<file path="src/inc/cms_defines.svh">
// Offsets, reset values and field positions of the comparator input selects.
// Assumes inclusion by bare name from the design.
`ifndef CMS_DEFINES_SVH
`define CMS_DEFINES_SVH

// Special function addresses, byte offsets on the register bus
`define CMS_ONE_SEL_OFFSET 8'h9E
`define CMS_ZERO_SEL_OFFSET 8'h9F
`define CMS_SEL_PAGE 4'h0
`define CMS_SEL_RESET 8'hFF
`define CMS_NEG_MSB 7
`define CMS_NEG_LSB 4
`define CMS_POS_MSB 3
`define CMS_POS_LSB 0

`endif

</file>
<file path="src/inc/cms_pkg.sv">
// Types for the comparator input select bank.
// Assumes cms_defines.svh on the include path.
package cms_pkg;

  // One-hot source choice for a single comparator input
  typedef struct packed {
    logic [7:0] pin;
    logic touch_ref;
    logic half_supply;
    logic digital_supply;
    logic battery_supply;
    logic main_supply;
    logic ground;
  } cms_route_t;

  // Avalon-MM slave request
  typedef struct packed {
    logic [7:0] address;
    logic read;
    logic write;
    logic [31:0] writedata;
    logic [3:0] byteenable;
  } cms_av_req_t;

  typedef struct packed {
    logic [31:0] readdata;
    logic waitrequest;
  } cms_av_rsp_t;

  typedef enum logic [1:0] {
    CMS_IDLE = 2'b01,
    CMS_DONE = 2'b10
  } cms_state_t;

endpackage : cms_pkg

</file>
<file path="src/design/cms_select_bank.sv">
// Two comparator input select registers and their source decoders.
// Assumes an Avalon-MM master on sys_clk, byte addressing, page fixed.
//
// The implementer's own choice: register access over Avalon-MM.
`include "cms_defines.svh"

module cms_select_bank (
  input wire logic sys_clk,
  input wire logic reset,
  input wire cms_pkg::cms_av_req_t av_req,
  output cms_pkg::cms_av_rsp_t av_rsp,
  output cms_pkg::cms_route_t comp_zero_negative_source,
  output cms_pkg::cms_route_t comp_zero_positive_source,
  output cms_pkg::cms_route_t comp_one_negative_source,
  output cms_pkg::cms_route_t comp_one_positive_source
);

  // Negative field: pins 0..6 are P0.1,3,5,7,P1.1,3,5 (index bits 0..6)
  function automatic cms_pkg::cms_route_t neg_decode(input logic [3:0] code);
    cms_pkg::cms_route_t r;
    r = '0;
    case (code)
      4'h0: r.pin[0] = 1'b1;
      4'h1: r.pin[1] = 1'b1;
      4'h2: r.pin[2] = 1'b1;
      4'h3: r.pin[3] = 1'b1;
      4'h4: r.pin[4] = 1'b1;
      4'h5: r.pin[5] = 1'b1;
      4'h6: r.pin[6] = 1'b1;
      4'hC: r.touch_ref = 1'b1;
      4'hD: r.half_supply = 1'b1;
      4'hE: r.digital_supply = 1'b1;
      4'hF: r.ground = 1'b1;
      // Reserved codes open every switch
      default: r = '0;
    endcase
    return r;
  endfunction : neg_decode

  // Positive field: pins 0..7 are P0.0,2,4,6,P1.0,2,4,6
  function automatic cms_pkg::cms_route_t pos_decode(input logic [3:0] code);
    cms_pkg::cms_route_t r;
    r = '0;
    case (code)
      4'h0: r.pin[0] = 1'b1;
      4'h1: r.pin[1] = 1'b1;
      4'h2: r.pin[2] = 1'b1;
      4'h3: r.pin[3] = 1'b1;
      4'h4: r.pin[4] = 1'b1;
      4'h5: r.pin[5] = 1'b1;
      4'h6: r.pin[6] = 1'b1;
      4'h7: r.pin[7] = 1'b1;
      4'hC: r.touch_ref = 1'b1;
      4'hD: r.half_supply = 1'b1;
      4'hE: r.battery_supply = 1'b1;
      4'hF: r.main_supply = 1'b1;
      // Reserved codes open every switch
      default: r = '0;
    endcase
    return r;
  endfunction : pos_decode

  function automatic logic [3:0] neg_field(input logic [7:0] sel);
    return sel[`CMS_NEG_MSB:`CMS_NEG_LSB];
  endfunction : neg_field

  function automatic logic [3:0] pos_field(input logic [7:0] sel);
    return sel[`CMS_POS_MSB:`CMS_POS_LSB];
  endfunction : pos_field

  // Register match on the byte address
  function automatic logic is_at(input logic [7:0] addr,
    input logic [7:0] offset);
    return addr == offset;
  endfunction : is_at

  // Bus, register and route state
  logic [7:0] zero_sel_q;
  logic [7:0] zero_sel_d;
  logic [7:0] one_sel_q;
  logic [7:0] one_sel_d;
  logic [31:0] rdata_q;
  logic [31:0] rdata_d;
  cms_pkg::cms_state_t state_q;
  cms_pkg::cms_state_t state_d;
  cms_pkg::cms_route_t z_neg_q;
  cms_pkg::cms_route_t z_neg_d;
  cms_pkg::cms_route_t z_pos_q;
  cms_pkg::cms_route_t z_pos_d;
  cms_pkg::cms_route_t o_neg_q;
  cms_pkg::cms_route_t o_neg_d;
  cms_pkg::cms_route_t o_pos_q;
  cms_pkg::cms_route_t o_pos_d;

  logic req;
  logic hit_zero;
  logic hit_one;
  logic commit;
  logic wr_zero;
  logic wr_one;

  assign req = av_req.read | av_req.write;
  assign hit_zero = is_at(av_req.address, `CMS_ZERO_SEL_OFFSET);
  assign hit_one = is_at(av_req.address, `CMS_ONE_SEL_OFFSET);

  // Write lands on the cycle in which waitrequest is low
  assign commit = (state_q == cms_pkg::CMS_DONE) && av_req.write
    && av_req.byteenable[0];
  assign wr_zero = commit && hit_zero;
  assign wr_one = commit && hit_one;

  // One wait cycle per access; read data latched while waiting
  always_comb
  begin
    state_d = state_q;
    rdata_d = rdata_q;
    case (state_q)
      cms_pkg::CMS_IDLE:
      begin
        if (req)
        begin
          state_d = cms_pkg::CMS_DONE;
          rdata_d = 32'h0000_0000;
          if (av_req.read && hit_zero)
            rdata_d[7:0] = zero_sel_q;
          if (av_req.read && hit_one)
            rdata_d[7:0] = one_sel_q;
        end
      end
      cms_pkg::CMS_DONE:
      begin
        // Master releases the request after this cycle
        state_d = cms_pkg::CMS_IDLE;
      end
      default:
      begin
        state_d = cms_pkg::CMS_IDLE;
      end
    endcase
  end

  always_ff @(posedge sys_clk)
  begin
    if (reset)
    begin
      state_q <= cms_pkg::CMS_IDLE;
      rdata_q <= 32'h0000_0000;
    end
    else
    begin
      state_q <= state_d;
      rdata_q <= rdata_d;
    end
  end

  // Lane 0 must be enabled for a write to land
  always_comb
  begin
    zero_sel_d = zero_sel_q;
    one_sel_d = one_sel_q;
    if (wr_zero)
      zero_sel_d = av_req.writedata[7:0];
    if (wr_one)
      one_sel_d = av_req.writedata[7:0];
  end

  always_ff @(posedge sys_clk)
  begin
    if (reset)
    begin
      zero_sel_q <= `CMS_SEL_RESET;
      one_sel_q <= `CMS_SEL_RESET;
    end
    else
    begin
      zero_sel_q <= zero_sel_d;
      one_sel_q <= one_sel_d;
    end
  end

  // Routes follow the registers one cycle later
  always_comb
  begin
    z_neg_d = neg_decode(neg_field(zero_sel_q));
    z_pos_d = pos_decode(pos_field(zero_sel_q));
    o_neg_d = neg_decode(neg_field(one_sel_q));
    o_pos_d = pos_decode(pos_field(one_sel_q));
  end

  // Registered routes so the analog switches see no decode glitches
  always_ff @(posedge sys_clk)
  begin
    if (reset)
    begin
      // Same routes as the all-ones registers give
      z_neg_q <= neg_decode(neg_field(`CMS_SEL_RESET));
      z_pos_q <= pos_decode(pos_field(`CMS_SEL_RESET));
      o_neg_q <= neg_decode(neg_field(`CMS_SEL_RESET));
      o_pos_q <= pos_decode(pos_field(`CMS_SEL_RESET));
    end
    else
    begin
      z_neg_q <= z_neg_d;
      z_pos_q <= z_pos_d;
      o_neg_q <= o_neg_d;
      o_pos_q <= o_pos_d;
    end
  end

  // Waitrequest only while a request sits in the first cycle
  assign av_rsp = '{readdata: rdata_q,
    waitrequest: req && (state_q != cms_pkg::CMS_DONE)};
  assign comp_zero_negative_source = z_neg_q;
  assign comp_zero_positive_source = z_pos_q;
  assign comp_one_negative_source = o_neg_q;
  assign comp_one_positive_source = o_pos_q;

endmodule : cms_select_bank

</file>
<file path="config.mk">
export PLATFORM = sky130hd
export DESIGN_NAME = cms_select_bank
export DESIGN_NICKNAME = d
export VERILOG_FILES = /design/src/inc/cms_pkg.sv /design/src/design/cms_select_bank.sv
export VERILOG_INCLUDE_DIRS = /design/src /design/src/inc
export SDC_FILE = /design/constraint.sdc
export NUM_CORES = 1
export LEC_CHECK = 0
export ABC_AREA = 1
export BUFFER_PORTS_ARGS = -buffer_cell sky130_fd_sc_hd__buf_2
export CORE_MARGIN = 5
export CORE_UTILIZATION = 49
export DETAILED_ROUTE_END_ITERATION = 7
export GPL_ROUTABILITY_DRIVEN = 0
export PLACE_DENSITY = 0.86
export SYNTH_ARGS = -nofsm -noshare
export SYNTH_HDL_FRONTEND = slang
export SYNTH_SLANG_ARGS = --single-unit
</file>
<file path="constraint.sdc">
create_clock -name sys_clk -period 2.7 [get_ports sys_clk]
set_input_delay 0.27 -clock sys_clk [delete_from_list [all_inputs] [get_ports sys_clk]]
set_output_delay 0.27 -clock sys_clk [all_outputs]
set_load 0.05 [all_outputs]
</file>
# Yosys cells after proc, flatten, opt, wreduce, memory -nomap -nowiden
# Cells that the tools add are included.
# totals
reg_bits,82
output_inout_bits,89
# op_classes
n_eq_ne,47
n_mux,48
bitwise_logic,2
n_reduce_logical,13
# op_table
cell,count
4-bit equality test (second input constant),16
4-bit by 3-bit equality test with 1-bit output (second input constant),14
1-bit two-way mux,46
4-bit by 2-bit equality test with 1-bit output (second input constant),8
4-bit by 1-bit equality test with 1-bit output (second input constant),4
8-bit equality test (second input constant),2
4-bit zero test,4
8-bit two-way mux,2
1-bit logical AND,7
2-bit by 1-bit equality test with 1-bit output (second input constant),1
2-bit equality test (second input constant),1
2-bit inequality test (second input constant),1
2-bit AND reduction,1
2-bit OR reduction,1
1-bit inverter,1
1-bit OR,1

# Depth between registers and ports, before layout
# Gate-level depths: netlist of run 1.
# logic_depth
ltp_word,4
depth_mapped,8
depth_no_buf,7

# Worst setup path after synthesis of run 1
# OpenSTA, ideal clock, no wires.
# synth_timing
kind,input port to output port
start,in av_req[37] (netlist bit)
end,out av_rsp[0] (netlist bit)
arrival_ns,1.184
setup_slack_ns,1.246
stages,3
cell_sequence,buf_6 > nor2_2 > a21oi_1
# synth_rtl
item,line_no,source
start: declaration,cms_select_bank.sv:10,"input wire cms_pkg::cms_av_req_t av_req,"
end: declaration,cms_select_bank.sv:11,"output cms_pkg::cms_av_rsp_t av_rsp,"

# Final worst setup path of run 1
# layout_timing
start,reg state_q[0]
end,reg zero_sel_q[4]
# layout_via
elab_chain_cells,4
# layout_rtl
item,line_no,source
start: declaration,cms_select_bank.sv:84,cms_pkg::cms_state_t state_q;
start signal: assignment,cms_select_bank.sv:146,state_q <= cms_pkg::CMS_IDLE;
start signal: assignment,cms_select_bank.sv:151,state_q <= state_d;
2-bit equality test,cms_select_bank.sv:107,assign commit = (state_q == cms_pkg::CMS_DONE) && av_req.write
1-bit logical AND,cms_select_bank.sv:107,
1-bit logical AND,cms_select_bank.sv:108,&& av_req.byteenable[0];
1-bit logical AND,cms_select_bank.sv:109,assign wr_zero = commit && hit_zero;
end signal: assignment,cms_select_bank.sv:171,zero_sel_q <= `CMS_SEL_RESET;
end signal: assignment,cms_select_bank.sv:176,zero_sel_q <= zero_sel_d;
end: declaration,cms_select_bank.sv:78,logic [7:0] zero_sel_q;
# Every way passes these cells.
# A chain may end at the register's enable or synchronous reset.

==> summary.md, run 1 <==
| Metric | Value |
|---|---|
| PD cells | 648.4 nW/um^2 |
| Port buffer count | 75 |
| HP Class | primary input to register |
| Count of final setup violators | 0 |
| Hold_buf cts | 0 |
| Worst clock skew | 0.005707 ns |
| CP Data Arrival Time | 1.69 ns |
| Final Cycle Share | 54.59% |
| Initial antenna violation count | 0 |
| Detailed Route WL | 5989 um |
| Die width | 85.55 um |
| Detailed placement HPWL | 4469 um |
| Hold Fails Final Rpt | 0 |
| TritonCTS clock tree | done |
| Top post-synthesis cells by area | dfxtp_1, buf_4, nor2_1 |
| Hold slack | 0.1959 ns |
| CP Capture Type | register |
| Largest net degree at the start of global routing | 27 |
| Max VDD drop | 334.5 uV |
| Post-synthesis instance total | 336 |
| GRT Overall Usage | 16.53% |
| Core Util, Final | 58.49% |
| Setup Fix Bufs, Post-CTS | 0 |
| Post-detailed-route count of antenna-violating nets | 0 |
| Via count | 2319 |
| Max-slew violation count | 0 |
| Number of synthesized flops with an enable pin | 0 |
| Die Ht | 85.55 um |
| PnR worst setup slack | 1.226 ns |
| Power Total | 2.101 mW |
| H-Tree Depth | 3 |
| Remaining Overflow, GRT | 0 |
| IO Pins | 137 |
| First-pass DRT Iterations | 5 |
| Place WS | 1.058 ns |
| Final worst path period need | 1.474 ns |
| Post-CTS Resized | 0 |
| Area grow syn2layout | 15.88% |
| Actual slew at the worst max-slew pin | 0.7208 ns |
| Max FO, Critical Path | 18 |
| DRC viols | 0 |
| Outcome | finished clean |
| Share of cells above drive strength 1 | 25.72% |
| Core area | 5540 sq um |
| Post-synth ARST share | 0% |
| FMAX | 0.6784 GHz |
| First-pass GRT wire length | 9577 um |
| Mean Syn Cell Area | 8.323 sq um |
| Nets | 459 |
| FP Rows | 27 |
| Cell variety after synth | 24 |
| Pleak | 1.755 nW |
| Primary FF master, synth | dfxtp_1 |
| Most common cell in the netlist | dfxtp_1 |
| Die Area | 7318 sq um |
| CTS max path bufs | 2 |
| Number of global-route vias before repair | 2176 |
| Slew HR | 51.90% |
| Worst path required time | 2.92 ns |
| Total CTS buffers | 9 |
| Per-cell routed wire length | 12.27 um |
| Number of vias per cell | 4.752 |
| Share of the synthesized area in the top cell type | 51.54% |
| Cell Area, Synth | 2796 sq um |
| CTS Root Buffer Type | clkbuf_8 |
| Ys Warns | 0 |
| Clock tree sinks | 72 |
| Synth area leader | dfxtp_1 |
| Worst-Skew Late Latency | 0.34 ns |
| Post-synthesis sequential area ratio | 51.54% |
| Diodes inserted | 0 |
| RSZ-0062 raised after global routing | false |
| Critical path type | register to register |
| Yosys reg bits | 72 |
| Startpoint types | register |
| Iter 0 DRT Violations | 226 |
| Post-synth top cells | dfxtp_1, nor2_1, nand2_1, nand3_1, buf_4 |
| Reg clk slew, reported paths | 0.07 ns |
| Initial Util | 50.47% |
| Setup TNS | 0 ns |
| Max-Cap Viols | 0 |
-- registers in the layout (all words and copies together), names as in the netlist --
name / cells
one_sel_q: 8
comp_one_positive_source: 12
comp_one_negative_source: 11
rdata_q: 8
state_q: 2
zero_sel_q: 8
comp_zero_positive_source: 12
comp_zero_negative_source: 11
-- layout make-up --
cell class | count | area (sq um)
fill | 505 | 2300
sequential | 72 | 1441
multi-input combinational | 226 | 1051
timing repair buffer | 77 | 390.4
clock buffer | 11 | 141.4
inverter | 25 | 93.84
tap | 72 | 90.09
clock inverter | 5 | 32.53
-- report_power, final --
| part | switching (mW) | internal, mW | total [mW] |
|---|---|---|---|
| Sequential | 0.00816 | 1.08 | 1.08 |
| Combinational | 0.224 | 0.0460 | 0.270 |
| Clock | 0.392 | 0.355 | 0.747 |
-- path summary, 6_finish.rpt --
kind | cells past startpoint | end | startpoint | slack [ns]
worst min-delay path | 3 | one_sel_q[7]$_SDFFE_PP1P_ | av_req[11] | 0.20
worst max register to register | 6 | zero_sel_q[4]$_SDFFE_PP1P_ | state_q[0]$_SDFFE_PP1P_ | 1.23
worst max-delay path | 6 | zero_sel_q[4]$_SDFFE_PP1P_ | state_q[0]$_SDFFE_PP1P_ | 1.23
worst min register to register | 2 | one_sel_q[7]$_SDFFE_PP1P_ | one_sel_q[7]$_SDFFE_PP1P_ | 0.54
-- through the flow --
| step | cell area (sq um) | std cells |
|---|---|---|
| 6_report | 3241 | 488 |
| 5_1_grt | 3241 | 488 |
| 4_1_cts | 3241 | 488 |
| 3_5_place_dp | 3067 | 472 |
| 3_3_place_gp | 3067 | 472 |
| 2_1_floorplan | 2920 | 369 |
-- cells by family after synthesis --
family | after synthesis | synth area share (%)
other cells | 1 | 0.1341
flops | 72 | 51.54
simple gates | 187 | 32.12
buf+inv | 71 | 15.30
compound gates | 5 | 0.8947
-- worst max-delay path, cell delays in order (launching register included) --
cell	delay, ns
dfxtp_1	0.30
inv_1	0.12
nand2_1	0.11
nor2_4	0.37
nand3_2	0.26
nand2_1	0.12
nand3_1	0.08
-- per-layer routing --
| metal | part of all wire, % | track usage (%) | vias to the layer above |
|---|---|---|---|
| li1 | - | - | 1156 |
| met2 | 45 | 25.28 | 113 |
| met1 | 41 | 20.88 | 1034 |
| met3 | 11 | 4.419 | 16 |
| met4 | 2.8 | 9.784 | 0 |
| met5 | 0 | 0 | - |
-- placed cells by master (no fill, tap or decap), types with 2 or more instances in the layout --
cell        count
buf_4           2
conb_1         34
clkinvlp_4      3
dfxtp_1        72
nand3_1        40
clkbuf_8       10
or2_2           2
nand4_1        24
clkinv_2        2
nand3b_1        2
nor2_4          4
nor2_2          4
nor3_1          2
o21ai_0         4
buf_2          75
nand2_1        48
nor2_1         56
inv_1          24
Note: power is estimated with default switching activity, not from simulation.
==> run 2, diff against run 1 <==
- CORE_UTILIZATION: 49 -> 45
- PLACE_DENSITY: 0.86 -> 0.81
- clock period: 2.7 -> 1.54 ns (I/O delays scaled with it)
==> run 2 against run 1 <==
Effect of this change: power is 80% higher; critical path depth is 3 lower; first-iteration DRC count is 23% lower; worst setup slack worse by 0.95 ns; worst hold slack worse by 0.13 ns; sequential cell count stayed put; clock-buffer cell count is 2 higher; combinational power is 79% higher; routed wire length is 0.95% higher; sequential share of layout area is 0.76 points lower; non-clock buffer count is 6 higher; largest cell class unchanged.
==> summary.md, run 2 (synthesized netlist as in run 1, its figures left out) <==
| Metric | Value |
|---|---|
| Die Ht | 88.83 um (was 85.55 um) |
| Clock tree sinks | 72 (unchanged) |
| Area grow syn2layout | 17.90% (was 15.88%) |
| Pleak | 1.793 nW (was 1.755 nW) |
| Worst clock skew | 0.006707 ns (was 0.005707 ns) |
| Iter 0 DRT Violations | 175 (was 226) |
| Diodes inserted | 0 (unchanged) |
| PD cells | 1148 nW/um^2 (was 648.4 nW/um^2) |
| Most frequent cells in the layout | buf_2, dfxtp_1, nor2_1 (unchanged) |
| HP Class | primary input to register (unchanged) |
| Cell Chain, Critical Path | inv_1 -> a21oi_1 -> buf_2 (was inv_1 -> nand2_1 -> nor2_4 -> nand3_2 -> nand2_1 -> nand3_1) |
| CP Data Arrival Time | 1.11 ns (was 1.69 ns) |
| RSZ-0062 raised after global routing | false (unchanged) |
| Count of final setup violators | 0 (unchanged) |
| Port buffer count | 75 (unchanged) |
| Core area | 5991 sq um (was 5540 sq um) |
| Max FO, Critical Path | 3 (was 18) |
| Initial antenna violation count | 0 (unchanged) |
| First-pass DRT Iterations | 4 (was 5) |
| Post-detailed-route count of antenna-violating nets | 0 (unchanged) |
| First-pass GRT wire length | 9777 um (was 9577 um) |
| Die Area | 7891 sq um (was 7318 sq um) |
| Final Cycle Share | 82.05% |
| Worst-Skew Late Latency | 0.34 ns (about the same) |
| Remaining Overflow, GRT | 0 (unchanged) |
| FMAX | 0.7914 GHz |
| Via count | 2366 (was 2319) |
| Nets | 465 (was 459) |
| Startpoint types | register (unchanged) |
| FP Rows | 28 (was 27) |
| Place WS | 0.2953 ns (was 1.058 ns) |
| PnR worst setup slack | 0.2764 ns (was 1.226 ns) |
| CTS max path bufs | 2 (unchanged) |
| Reg clk slew, reported paths | 0.07 ns (about the same) |
| Share of cells above drive strength 1 | 26.07% (was 25.72%) |
| CTS Root Buffer Type | clkbuf_8 (unchanged) |
| Per-cell routed wire length | 12.16 um (was 12.27 um) |
| Number of global-route vias before repair | 2181 (was 2176) |
| R2r startpoint | state_q[0]$_SDFFE_PP1P_ (unchanged) |
| Setup TNS | 0 ns (unchanged) |
| TritonCTS clock tree | done (unchanged) |
| CP Capture Type | output pin (was register) |
| Outcome | finished clean (unchanged) |
| Worst path required time | 1.39 ns (was 2.92 ns) |
| Max-slew violation count | 0 (unchanged) |
| Max stage delay cell, worst path | dfxtp_1 (was nor2_4) |
| Critical Path Start | state_q[0]$_SDFFE_PP1P_ (unchanged) |
| Core Util, Final | 55.03% (was 58.49%) |
| Detailed Route WL | 6046 um (was 5989 um) |
| Most common cell after layout, fill and taps aside | buf_2 (unchanged) |
| Max-Cap Viols | 0 (unchanged) |
| Largest net degree at the start of global routing | 27 (unchanged) |
| Max incr delay on CP | 0.31 ns (was 0.37 ns) |
| H-Tree Depth | 3 (unchanged) |
| Hold_buf cts | 0 (unchanged) |
| Detailed placement HPWL | 4551 um (was 4469 um) |
| IO Pins | 137 (unchanged) |
| Setup Fix Bufs, Post-CTS | 0 (unchanged) |
| Max VDD drop | 631.3 uV (was 334.5 uV) |
| Number of vias per cell | 4.761 (was 4.752) |
| Die width | 88.83 um (was 85.55 um) |
| DRC viols | 0 (unchanged) |
| Critical path type | register to output pin (was register to register) |
| Total CTS buffers | 9 (unchanged) |
| Hold path start | av_req[11] (unchanged) |
| GRT Overall Usage | 16.30% (was 16.53%) |
| Initial Util | 46.68% (was 50.47%) |
| Final worst path period need | 1.264 ns |
| Post-CTS Resized | 0 (unchanged) |
| Hold slack | 0.06979 ns (was 0.1959 ns) |
| Hold Fails Final Rpt | 0 (unchanged) |
## run 2: changes by cell type in the layout (fill, tap and decap cells not counted)
cell / delta
buf_4: +6
clkbuf_1: +3
clkinvlp_4: -2
bufinv_16: +1
clkbuf_8: -1
clkinv_2: -1
## run 2: path summary, 6_finish.rpt
path                                      to  slack [ns]  cells past startpoint
setup / recovery                   av_rsp[0]        0.28                      3
hold / removal     one_sel_q[7]$_SDFFE_PP1P_        0.07                      3
setup reg to reg   one_sel_q[5]$_SDFFE_PP1P_        0.30                      7
hold reg to reg   zero_sel_q[7]$_SDFFE_PP1P_        0.52                      2
## run 2: per-stage QoR
step / std cells / total power, mW / cell area, sq um
4_1_cts: 497 / 3.817 / 3297
3_5_place_dp: 481 / 2.424 / 3115
5_1_grt: 497 / 3.934 / 3297
2_1_floorplan: 369 / 2.414 / 2920
3_3_place_gp: 481 / 2.419 / 3115
6_report: 497 / 3.784 / 3297
## run 2: routing by layer
| layer | part of all wire, % | GRT usage, % | wire length, um |
|---|---|---|---|
| met1 | 39 | 18.68 | 2384 |
| met2 | 48 | 27.53 | 2889 |
| met3 | 11 | 5.307 | 655 |
| met4 | 1.9 | 7.418 | 117 |
| met5 | 0 | 0 | 0 |
## run 2: worst max-delay path, delay by kind of cell, from the launching register on
family	cells	cell delay, ns
buffers and inverters	2	0.34
flip-flops	1	0.31
AO/OA/AOI/OAI	1	0.12
## run 2: report_power, final
| group | leakage [nW] | internal, mW | switching, mW |
|---|---|---|---|
| Sequential | 0.583 | 1.89 | 0.0135 |
| Combinational | 1.12 | 0.0884 | 0.393 |
| Clock | 0.0876 | 0.749 | 0.652 |
| Total | 1.79 | 2.72 | 1.06 |
## run 2: cell type report
type                    instances  area (sq um)
flip-flops and latches         72          1441
inverters                      25         93.84
repair buffers                 83         435.4
well taps                      75         93.84
clock buffers                  13         138.9
fillers                       548          2694
multi-input cells             226          1051
clock inverters                 3         42.54
